==> src/core/lane_latency_pkg.sv <==
// Constants and types for the sample-to-output lane latency block
package lane_latency_pkg;

  // ==========================================================
  // Data and bus widths
  localparam int CODE_W = 10;
  localparam int ADDR_W = 8;
  localparam int DATA_W = 32;

  // ==========================================================
  // Latencies in sampling clock cycles
  localparam int PRIMARY_LAT = 34;
  localparam int DELAYED_LAT = 35;
  localparam int LINE_DEPTH = DELAYED_LAT - 1;
  localparam int FILL_W = 6;
  localparam logic [FILL_W-1:0] FILL_DONE_CNT = FILL_W'(DELAYED_LAT);
  localparam logic [FILL_W-1:0] FILL_STEP = 6'h01;

  // ==========================================================
  // Register map
  localparam logic [ADDR_W-1:0] CTRL_OFS = 8'h00;
  localparam logic [ADDR_W-1:0] STATUS_OFS = 8'h04;

  // Control fields
  localparam int CTRL_ECM_BIT = 0;
  localparam int CTRL_DUAL_BIT = 1;
  localparam int CTRL_DEMUX_BIT = 2;
  localparam int CTRL_SEL_LSB = 3;
  localparam int CTRL_W = 5;
  localparam logic [CTRL_W-1:0] CTRL_RESET = 5'h04;

  // Status fields
  localparam int STAT_VALID_BIT = 0;
  localparam int STAT_DUAL_BIT = 1;
  localparam int STAT_DEMUX_BIT = 2;
  localparam int STAT_SRC_LSB = 3;
  localparam int STAT_REFUSED_BIT = 5;

  // ==========================================================
  // Input selection for dual-edge sampling
  typedef enum logic [1:0]
  {
    SRC_DEFAULT = 2'b00,
    SRC_I = 2'b01,
    SRC_Q = 2'b10,
    SRC_BOTH = 2'b11
  } src_sel_type;

endpackage

==> src/core/lane_if.sv <==
// Interface joining the lane selector to one sample delay line
`timescale 1ns/1ps
interface lane_if;
  logic [lane_latency_pkg::CODE_W-1:0] sample;
  logic [lane_latency_pkg::CODE_W-1:0] tap_primary;
  logic [lane_latency_pkg::CODE_W-1:0] tap_delayed;

  modport feeder (output sample, input tap_primary, input tap_delayed);
  modport line (input sample, output tap_primary, output tap_delayed);
endinterface

==> src/core/sample_to_output_lane_latency.sv <==
// Sample routing onto primary and delayed output buses with fixed latency
//
// Strobed register access and the placing of the registers are this design's own decisions.
`timescale 1ns/1ps
module sample_to_output_lane_latency
(
  // Clock and reset
  input wire logic core_clk,
  input wire logic reset_n,
  // Converter codes, rising and falling edge samples
  input wire logic [lane_latency_pkg::CODE_W-1:0] i_rise_code,
  input wire logic [lane_latency_pkg::CODE_W-1:0] i_fall_code,
  input wire logic [lane_latency_pkg::CODE_W-1:0] q_rise_code,
  input wire logic [lane_latency_pkg::CODE_W-1:0] q_fall_code,
  // Register port
  input wire logic [lane_latency_pkg::ADDR_W-1:0] reg_addr,
  input wire logic [lane_latency_pkg::DATA_W-1:0] reg_wdata,
  input wire logic reg_wr,
  input wire logic reg_rd,
  output logic [lane_latency_pkg::DATA_W-1:0] reg_rdata,
  // Output buses
  output logic [lane_latency_pkg::CODE_W-1:0] primary_i_bus,
  output logic [lane_latency_pkg::CODE_W-1:0] primary_q_bus,
  output logic [lane_latency_pkg::CODE_W-1:0] delayed_i_bus,
  output logic delayed_i_bus_oe,
  output logic [lane_latency_pkg::CODE_W-1:0] delayed_q_bus,
  output logic delayed_q_bus_oe,
  output logic out_valid
);

  // ==========================================================
  // Control register
  logic [lane_latency_pkg::CTRL_W-1:0] ctrl_ff;
  logic [lane_latency_pkg::CTRL_W-1:0] nxt_ctrl;
  logic ctrl_wr;
  logic status_rd;
  logic ctrl_rd;

  assign ctrl_wr = reg_wr && (reg_addr == lane_latency_pkg::CTRL_OFS);
  assign ctrl_rd = reg_rd && (reg_addr == lane_latency_pkg::CTRL_OFS);
  assign status_rd = reg_rd && (reg_addr == lane_latency_pkg::STATUS_OFS);
  assign nxt_ctrl = ctrl_wr ? reg_wdata[lane_latency_pkg::CTRL_W-1:0] : ctrl_ff;

  always_ff @(posedge core_clk or negedge reset_n)
  begin
    if (!reset_n)
      ctrl_ff <= lane_latency_pkg::CTRL_RESET;
    else
      ctrl_ff <= nxt_ctrl;
  end

  // ==========================================================
  // Mode decode
  logic ecm_on;
  logic dual_on;
  logic demux_on;
  lane_latency_pkg::src_sel_type req_src;
  lane_latency_pkg::src_sel_type eff_src;
  logic src_refused;

  assign ecm_on = ctrl_ff[lane_latency_pkg::CTRL_ECM_BIT];
  // Two channels at base rate, or one channel on both edges
  assign dual_on = ctrl_ff[lane_latency_pkg::CTRL_DUAL_BIT];
  assign demux_on = ctrl_ff[lane_latency_pkg::CTRL_DEMUX_BIT];
  assign req_src = lane_latency_pkg::src_sel_type'(ctrl_ff[lane_latency_pkg::CTRL_SEL_LSB +: 2]);

  // Q or both inputs need extended control; otherwise I alone
  always_comb
  begin
    unique case (req_src)
      lane_latency_pkg::SRC_DEFAULT: eff_src = lane_latency_pkg::SRC_I;
      lane_latency_pkg::SRC_I: eff_src = lane_latency_pkg::SRC_I;
      lane_latency_pkg::SRC_Q: eff_src = ecm_on ? lane_latency_pkg::SRC_Q : lane_latency_pkg::SRC_I;
      lane_latency_pkg::SRC_BOTH: eff_src = ecm_on ? lane_latency_pkg::SRC_BOTH : lane_latency_pkg::SRC_I;
    endcase
  end

  assign src_refused = dual_on && (req_src != lane_latency_pkg::SRC_DEFAULT) && (eff_src != req_src);

  // ==========================================================
  // Converter routing: lane A takes rising-edge samples, lane B falling-edge ones in dual-edge mode and Q rising ones otherwise
  lane_if lane_a ();
  lane_if lane_b ();
  logic [lane_latency_pkg::CODE_W-1:0] a_sample;
  logic [lane_latency_pkg::CODE_W-1:0] b_sample;
  logic [lane_latency_pkg::CODE_W-1:0] dual_a_sample;
  logic [lane_latency_pkg::CODE_W-1:0] dual_b_sample;

  // Dual-edge: rising converter on I unless Q-only, falling on I unless Q or both
  assign dual_a_sample = (eff_src == lane_latency_pkg::SRC_Q) ? q_rise_code : i_rise_code;
  assign dual_b_sample = (eff_src == lane_latency_pkg::SRC_I) ? i_fall_code : q_fall_code;
  // Single-edge takes only rising samples, one per period per channel
  assign a_sample = dual_on ? dual_a_sample : i_rise_code;
  assign b_sample = dual_on ? dual_b_sample : q_rise_code;

  // Every cycle a new code enters, no start needed
  assign lane_a.sample = a_sample;
  assign lane_b.sample = b_sample;

  sample_delay_line line_a
  (
    .core_clk (core_clk),
    .reset_n (reset_n),
    .lane (lane_a.line)
  );

  sample_delay_line line_b
  (
    .core_clk (core_clk),
    .reset_n (reset_n),
    .lane (lane_b.line)
  );

  // ==========================================================
  // Output buses
  logic [lane_latency_pkg::CODE_W-1:0] primary_i_ff;
  logic [lane_latency_pkg::CODE_W-1:0] primary_q_ff;
  logic [lane_latency_pkg::CODE_W-1:0] delayed_i_ff;
  logic [lane_latency_pkg::CODE_W-1:0] delayed_q_ff;
  logic delayed_oe_ff;
  logic [lane_latency_pkg::CODE_W-1:0] nxt_delayed_i;
  logic [lane_latency_pkg::CODE_W-1:0] nxt_delayed_q;

  // Delayed buses idle low while not driven
  assign nxt_delayed_i = demux_on ? lane_a.tap_delayed : '0;
  assign nxt_delayed_q = demux_on ? lane_b.tap_delayed : '0;

  always_ff @(posedge core_clk or negedge reset_n)
  begin
    if (!reset_n)
    begin
      primary_i_ff <= '0;
      primary_q_ff <= '0;
      delayed_i_ff <= '0;
      delayed_q_ff <= '0;
      delayed_oe_ff <= 1'b0;
    end
    else
    begin
      primary_i_ff <= lane_a.tap_primary;
      primary_q_ff <= lane_b.tap_primary;
      delayed_i_ff <= nxt_delayed_i;
      delayed_q_ff <= nxt_delayed_q;
      delayed_oe_ff <= demux_on;
    end
  end

  assign primary_i_bus = primary_i_ff;
  assign primary_q_bus = primary_q_ff;
  assign delayed_i_bus = delayed_i_ff;
  assign delayed_q_bus = delayed_q_ff;
  assign delayed_i_bus_oe = delayed_oe_ff;
  assign delayed_q_bus_oe = delayed_oe_ff;

  // ==========================================================
  // Pipeline fill tracking; a control write restarts it
  logic [lane_latency_pkg::FILL_W-1:0] fill_ff;
  logic [lane_latency_pkg::FILL_W-1:0] nxt_fill;
  logic fill_done;

  assign fill_done = (fill_ff == lane_latency_pkg::FILL_DONE_CNT);
  assign nxt_fill = ctrl_wr ? '0 : (fill_done ? fill_ff : fill_ff + lane_latency_pkg::FILL_STEP);

  always_ff @(posedge core_clk or negedge reset_n)
  begin
    if (!reset_n)
      fill_ff <= '0;
    else
      fill_ff <= nxt_fill;
  end

  assign out_valid = fill_done;

  // ==========================================================
  // Read data, present only in the cycle after the read strobe
  logic [lane_latency_pkg::DATA_W-1:0] status_word;
  logic [lane_latency_pkg::DATA_W-1:0] ctrl_word;
  logic [lane_latency_pkg::DATA_W-1:0] rd_mux;
  logic [lane_latency_pkg::DATA_W-1:0] rdata_ff;

  always_comb
  begin
    status_word = '0;
    status_word[lane_latency_pkg::STAT_VALID_BIT] = fill_done;
    status_word[lane_latency_pkg::STAT_DUAL_BIT] = dual_on;
    status_word[lane_latency_pkg::STAT_DEMUX_BIT] = demux_on;
    status_word[lane_latency_pkg::STAT_SRC_LSB +: 2] = eff_src;
    status_word[lane_latency_pkg::STAT_REFUSED_BIT] = src_refused;
  end

  assign ctrl_word = {{(lane_latency_pkg::DATA_W-lane_latency_pkg::CTRL_W){1'b0}}, ctrl_ff};
  assign rd_mux = ctrl_rd ? ctrl_word : (status_rd ? status_word : '0);

  always_ff @(posedge core_clk or negedge reset_n)
  begin
    if (!reset_n)
      rdata_ff <= '0;
    else
      rdata_ff <= rd_mux;
  end

  assign reg_rdata = rdata_ff;
endmodule

==> src/core/sample_delay_line.sv <==
// Fixed-length shift line delivering primary and delayed taps
`timescale 1ns/1ps
module sample_delay_line
(
  // Clock and reset
  input wire logic core_clk,
  input wire logic reset_n,
  // Lane
  lane_if.line lane
);

  logic [lane_latency_pkg::CODE_W-1:0] stage_ff [0:lane_latency_pkg::LINE_DEPTH-1];

  // ==========================================================
  // Shift stages
  always_ff @(posedge core_clk or negedge reset_n)
  begin
    if (!reset_n)
      stage_ff[0] <= '0;
    else
      stage_ff[0] <= lane.sample;
  end

  genvar g;
  generate
    for (g = 1; g < lane_latency_pkg::LINE_DEPTH; g++)
    begin : gen_stage
      always_ff @(posedge core_clk or negedge reset_n)
      begin
        if (!reset_n)
          stage_ff[g] <= '0;
        else
          stage_ff[g] <= stage_ff[g-1];
      end
    end
  endgenerate

  // One output flop follows each tap in the top module
  assign lane.tap_primary = stage_ff[lane_latency_pkg::PRIMARY_LAT-2];
  assign lane.tap_delayed = stage_ff[lane_latency_pkg::DELAYED_LAT-2];

endmodule

==> config.mk <==
export PLATFORM = sky130hd
export DESIGN_NAME = sample_to_output_lane_latency
export DESIGN_NICKNAME = d
export VERILOG_FILES = /design/src/core/lane_latency_pkg.sv /design/src/core/lane_if.sv /design/src/core/sample_to_output_lane_latency.sv /design/src/core/sample_delay_line.sv
export SDC_FILE = /design/constraint.sdc
export NUM_CORES = 1
export LEC_CHECK = 0
export BUFFER_PORTS_ARGS = -buffer_cell sky130_fd_sc_hd__buf_2
export CORE_ASPECT_RATIO = 1.1
export CORE_UTILIZATION = 45
export CTS_BUF_LIST = sky130_fd_sc_hd__clkbuf_2 sky130_fd_sc_hd__clkbuf_4 sky130_fd_sc_hd__clkbuf_8
export DETAILED_ROUTE_END_ITERATION = 12
export GPL_ROUTABILITY_DRIVEN = 0
export PLACE_DENSITY = 0.75
export SETUP_SLACK_MARGIN = 0.02
export SLEW_MARGIN = 15
export SYNTH_ARGS = -nofsm -noshare
export SYNTH_HDL_FRONTEND = slang
export SYNTH_SLANG_ARGS = --single-unit
==> constraint.sdc <==
create_clock -name core_clk -period 1.4 [get_ports core_clk]
set_input_delay 0.14 -clock core_clk [delete_from_list [all_inputs] [get_ports core_clk]]
set_output_delay 0.14 -clock core_clk [all_outputs]
set_load 0.02 [all_outputs]
==> flow_summary.ini, run 1 <==
[power_and_ir_drop]
p_leak_uw = 0.0109
power.share.clock = 0.394
power.switching_fraction = 0.206
net_switching_component_of_the_power_uw = 8060
sequentialPowerShare = 0.571
internal_power_uw = 31000
cellPowerDensity_nw_per_um2 = 1690
worst_ir_drop_vdd_v = 0.000867
power.combinational.fraction = 0.035

[floorplan]
dieHeight_um = 218
coreArea_um2 = 41600
area_of_the_die_um2 = 43400
rows = 78
floorplan.io_pins = 159
floorplan.initialDensity = 0.460
die_w_um = 199

[routing]
firstDrtPassIters = 4
detail_route.vias_per_cell = 4.25
drc = 0
antenna_left = 0
wirelength_um = 25000
detail_route.wl_per_cell_um = 14.1
vias_after_detailed_routing = 7542
drt_iter0_drc = 261

[critical_path]
worst_setup_path_start_kind = flop
critical_path_arrival_ns = 1.59
reg2reg_slack_ns = -0.04
timing.critical_path.fanout_max = 5
reg2regPathDepth = 3
critPathCaptureType = output pin
timing.rr.end = line_a.stage_ff[337]
path_class = flop to output pin
cp.required_ns = 1.26
timing.rr.start = ctrl_ff[3]

[worst_hold_path]
min-delay-path-class = input pin to flop
hold_end = ctrl_ff[0]
timing.hold.worst.start = reg_wr
whs_path_depth = 3

[grt]
grt_start_max_net_pins = 93
antenna_found_initial = 0
grt_first_pass_wirelength_um = 41900
grt-ovfl-total = 0
vias_in_the_first_global_route = 8746
groute.usage.overall = 0.124

[run_status]
status = finished with violations
violations = setup timing

[clock_network]
clock_buffers_created_by_tritoncts = 97
clock_latency_ns = 0.61
cts_max_level = 3
cts_tree = done
clock_sink_count = 718
cts.path.max_buffers = 3
clk_pin_slew_ns = 0.07
cts_root_buf = clkbuf_8

[run]
cap_viol_max_count = 0

[logic_synthesis]
ys_types = 31
post_synth.cell_area_avg_um2 = 21.7
synth_async_sr_flop_share = 1.00
synth.cell_area_um2 = 19100
ys_dominant_reg_cell = dfrtp_1
synth-edff-count = 0
ys_ff_latch = 718
synth_sequential_area_ratio = 0.939
yosysWarningCount = 0
syn-instance-count = 883

[place]
detailedPlacementHpwl_um = 13500
number_of_cells_in_the_design_after_placement = 1553
pre_cts_slack_ns = -0.0215
placement.io_buffers = 105

[sta]
setup_viol = 32
timing_worst_slew_pin_value_ns = 0.893
skew_ns = 0.0191
worst_slew_margin_rel = 0.403
max_freq_mhz = 577
finalWorstPathRequiredPeriod_ns = 1.73
finalMaxSlewViolations = 0
final.period_utilization = 1.24
final.setup.worst_slack_ns = -0.333
grt_setup_unrepaired = true
report.final.hold_viol_count = 0

[layout]
layout_cells_sized_above_1 = 0.274
instances_no_fill = 1775
fin_nets = 1232
syn_to_final_growth_pct = 20.5
num_antenna_cells = 0
[sequential cells by signal, summed over array words and instances (netlist names), 10 cells and up]
| register | cells |
|---|---|
| delayed_i_bus | 10 |
| delayed_q_bus | 10 |
| line_a.lane.tap_delayed | 10 |
| line_a.lane.tap_primary | 10 |
| line_a.stage_ff | 320 |
| line_b.lane.tap_delayed | 10 |
| line_b.lane.tap_primary | 10 |
| line_b.stage_ff | 320 |
[how the worst max path moves through the flow]
| stage | from | end | slack [ns] | cells past startpoint |
|---|---|---|---|---|
| global placement | reg_addr[5] | ctrl_ff[0] | 0.01 | 4 |
| global route | fill_ff[0] | out_valid | -0.43 | 4 |
| CTS | fill_ff[0] | out_valid | -0.38 | 4 |
| detailed placement | reg_addr[5] | ctrl_ff[3] | -0.02 | 4 |
| floorplan | ctrl_ff[0] | line_a.stage_ff[330] | 0.07 | 4 |
| finish | fill_ff[0] | out_valid | -0.33 | 4 |
[placed cells by master (no fill, tap or decap), drive strengths merged, types with 2 or more instances in the layout]
master and count:
a21oi 15, mux2i 10, o21ai 4, mux2 15, nand3 5, or3 2
and2 20, nor2 17, conb 26, clkinvlp 3, nand2 3, clkinv 6
inv 6, dlygate4sd3 50, nor3 4, clkbuf 156, dfrtp 717, buf 144
[layout make-up]
type / instances / area, um^2
Fill cell: 2979 / 18500
Sequential cell: 718 / 18000
Clock buffer: 156 / 1910
Timing Repair Buffer: 194 / 1490
Multi-Input combinational cell: 132 / 898
Tap cell: 560 / 701
Clock inverter: 11 / 75.1
Inverter: 4 / 15.0
[per-layer routing]
metal,wire [um],track usage,part of all wire
met3,1330,0.0323,0.053
met4,858,0.0690,0.034
met2,13200,0.212,0.53
met1,9620,0.143,0.38
met5,0,0,0
[Yosys cell counts (all sizes together) (2+ instances only)]
master | count | area, um^2
a21oi | 15 | 75.1
and2 | 20 | 125
buf | 50 | 377
clkbuf | 4 | 15.0
dfrtp | 717 | 17900
inv | 4 | 15.0
mux2 | 15 | 206
mux2i | 10 | 100
nand2 | 3 | 11.3
nand3 | 5 | 25.0
nor2 | 17 | 63.8
nor3 | 4 | 20.0
o21ai | 4 | 20.0
or3 | 2 | 12.5
[logic make-up (layout without fill, tap and decap cells)]
group                    after synthesis  after routing  share of synthesized area
AND/OR/NAND/NOR                       58             58                     0.0167
multiplexers                          25             25                     0.0160
XOR/XNOR                               2              2                   0.000915
adder cells (fa/ha/maj)                1              1                   0.000654
flip-flops                           718            718                      0.939
AO/OA/AOI/OAI                         20             20                    0.00536
other                                  1             26                   0.000196
buffers and inverters                 58            365                     0.0212
[power groups by stage]
stage | clock (uW) | sequential, uW | combinational [uW]
CTS | 15900 | 22300 | 1330
detailed placement | 0 | 22700 | 1140
floorplan | 0 | 22500 | 486
global route | 16900 | 22400 | 1530
global placement | 0 | 22500 | 1060
finish | 15400 | 22300 | 1360
[repair_timing]
action	CTS	global route
pin swaps	1	1
gates resized for setup	7	4
cloned	1	0
hold buffers	50	1
hold endpoints to repair	749	21
setup buffers	4	0
endpoints found under the setup margin	13	34
[critical path, cell delays in order, from the launching register on]
cell       delay (ns)
dfrtp_1          0.40
ha_4             0.19
nand4bb_4        0.14
nor2_4           0.13
buf_6            0.12
[per-stage QoR]
step	util	power [uW]	TNS, ns	area, um^2	hold WS, ns
finish	0.555	39100	-1.69	23100	0.150
CTS	0.554	39600	-2.53	23000	0.104
floorplan	-	23000	0	19200	-0.156
detailed placement	0.493	23800	-0.0563	20500	0.0286
global route	0.555	40800	-5.88	23100	0.129
global placement	0.493	23600	0	20500	0.0258
(Power assumes the default switching activity.)
==> inputs of run 2 (changes only) <==
Settings changed: CTS_BUF_LIST sky130_fd_sc_hd__clkbuf_2 sky130_fd_sc_hd__clkbuf_4 sky130_fd_sc_hd__clkbuf_8 to sky130_fd_sc_hd__clkbuf_4, GPL_ROUTABILITY_DRIVEN 0 to default.
==> run 2 against run 1 <==
The flow finishes with violations (hold timing, setup timing). Clock power barely moved. Worst hold slack got worse by 0.16 ns. Global-route usage rose by 1.7 points. Power rose by 1.1%. Critical path type unchanged. Clock skew rose by 0.021 ns. Core utilization rose by 1.6 points. Clock-buffer cell count rose by 89. Die area did not move. Setup slack got worse by 0.13 ns.
==> flow_summary.ini, run 2 (synthesized netlist as in run 1, its figures left out) <==
[routing]
wirelength_um = 28700
drt_iter0_drc = 339
firstDrtPassIters = 4
drc = 0
antenna_left = 0
detail_route.wl_per_cell_um = 14.9
vias_after_detailed_routing = 8243
detail_route.vias_per_cell = 4.29

[critical_path]
reg2regPathDepth = 10
cp_num_buf_inv = 1
timing.rr.start = fill_ff[1]
worstPathCellList = ha_4 -> nand4bb_4 -> nor2_4 -> buf_6
timing.critical_path.fanout_max = 2
top_family_by_delay_on_critical_path = flip-flops
critical_path_arrival_ns = 1.73
slowest_stage_cell_crit_path = dfrtp_1
timing.rr.end = fill_ff[0]
path_class = flop to output pin
worst_setup_path_start_kind = flop
critPathCaptureType = output pin
maximum_single_stage_delay_on_the_critical_path_ns = 0.40
reg2reg_slack_ns = -0.38
cp.required_ns = 1.26

[layout]
fin_nets = 1323
layout_commonest_cell = dfrtp_1
most-common-layout-cells = dfrtp_1 (716), clkbuf_4 (245), buf_6 (56), dlygate4sd3_1 (55), buf_2 (55)
top_regs = line_a.stage_ff: 320 flops, line_b.stage_ff: 320 flops
layout_cells_sized_above_1 = 0.338
syn_to_final_growth_pct = 23.9
nFillCells = 2987

[power_and_ir_drop]
cellPowerDensity_nw_per_um2 = 1670
p_leak_uw = 0.0113
worst_ir_drop_vdd_v = 0.000779

[sta]
worst_slew_margin_rel = 0.397
grt_setup_unrepaired = true
timing_worst_slew_pin_value_ns = 0.902
max_freq_mhz = 536
skew_ns = 0.0402
finalMaxSlewViolations = 0
final.period_utilization = 1.33
report.final.hold_viol_count = 2
finalWorstPathRequiredPeriod_ns = 1.87
setup_viol = 62
setup_total_negative_slack_ns = -3.67
final.setup.worst_slack_ns = -0.466
holdWs_ns = -0.0140

[grt]
grt_first_pass_wirelength_um = 46900
vias_in_the_first_global_route = 9749
groute.usage.overall = 0.141
grt-ovfl-total = 0
antenna_found_initial = 2
grt_start_max_net_pins = 93

[floorplan]
floorplan.initialDensity = 0.460
rows = 78
dieHeight_um = 218
die_w_um = 199
area_of_the_die_um2 = 43400
floorplan.io_pins = 159
coreArea_um2 = 41600

[clock_network]
clock_latency_ns = 0.78
cts.path.max_buffers = 3
cts_root_buf = clkbuf_4
cts_tree = done
clock_buffers_created_by_tritoncts = 159
clock_sink_count = 718
cts_max_level = 4
clk_pin_slew_ns = 0.08

[run]
cap_viol_max_count = 0

[place]
globalplace.congestion = 0.757
placement.io_buffers = 105
pre_cts_slack_ns = -0.0215
detailedPlacementHpwl_um = 13500

[run_status]
status = finished with violations
violations = hold timing, setup timing

[worst_hold_path]
hold_end = ctrl_ff[0]
whs_path_depth = 4
timing.hold.worst.start = reg_addr[3]
min-delay-path-class = input pin to flop
run 2: cell count changes in the layout (fill, tap and decap cells not counted), moves of 3 or more:
| cell | delta |
|---|---|
| clkinv_1 | +21 |
| dlygate4sd3_1 | +5 |
| clkbuf_8 | -118 |
| clkbuf_4 | +207 |
| buf_2 | -48 |
| buf_4 | +18 |
| clkinv_4 | +3 |
| buf_6 | +53 |
run 2: worst min-delay path: cells and delay by family:
kind	cells	cell delay, ns
mux	1	0.21
simple gates	2	0.28
buf+inv	1	0.09
run 2: power by group:
group / internal (uW) / switching (uW) / total [uW]
combinational: 693 / 916 / 1610
clock: 8190 / 7380 / 15600
sequential: 21800 / 480 / 22300
total: 30700 / 8780 / 39500
run 2: timing repair:
action / in CTS / in global routing
hold buffers: 55 / 2
endpoints found under the hold margin: 755 / 9
buffers inserted: 15 / 18
gates cloned: 1 / 0
setup endpoints to repair: 60 / 71
resized for setup: 103 / 24
pin swaps: 4 / 9
run 2: how the worst max path moves through the flow:
stage / slack [ns] / depth (start not counted) / start / endpoint
after detailed placement: -0.02 / 4 / reg_addr[5] / ctrl_ff[3]
final: -0.47 / 4 / fill_ff[1] / out_valid
after global routing: -0.59 / 4 / fill_ff[1] / out_valid
after CTS: -0.58 / 4 / fill_ff[1] / out_valid
after global placement: 0.01 / 4 / reg_addr[5] / ctrl_ff[0]
after floorplan: 0.07 / 4 / ctrl_ff[0] / line_a.stage_ff[330]
run 2: final cells by class:
type | instances | area, um^2 | share of cell area
Timing Repair Buffer | 223 | 2050 | 0.0863
Multi-Input combinational cell | 132 | 936 | 0.0395
Tap cell | 560 | 701 | 0.0295
Inverter | 4 | 15.0 | 0.000633
Clock buffer | 245 | 1840 | 0.0775
Antenna cell | 2 | 5.00 | 0.000211
Clock inverter | 36 | 206 | 0.00870
Sequential cell | 718 | 18000 | 0.758
run 2: per-stage QoR:
step                cells  total power [uW]  cell area, um^2  utilization  hold WS, ns
finish               1920             39500            23700        0.571      -0.0140
global route         1920             41500            23700        0.571      -0.0863
CTS                  1905             39900            23500        0.566      -0.0613
detailed placement   1553             23800            20500        0.493       0.0286
global placement     1553             23600            20500        0.493       0.0258
floorplan             908             23000            19200            -       -0.156
run 2: metal layers:
layer / GRT usage / vias to the layer above / wire length, um
met5: 0 / - / 0
met4: 0.0808 / 0 / 951
met3: 0.0474 / 72 / 1510
met2: 0.243 / 289 / 15500
met1: 0.151 / 4336 / 10700
li1: - / 3546 / -
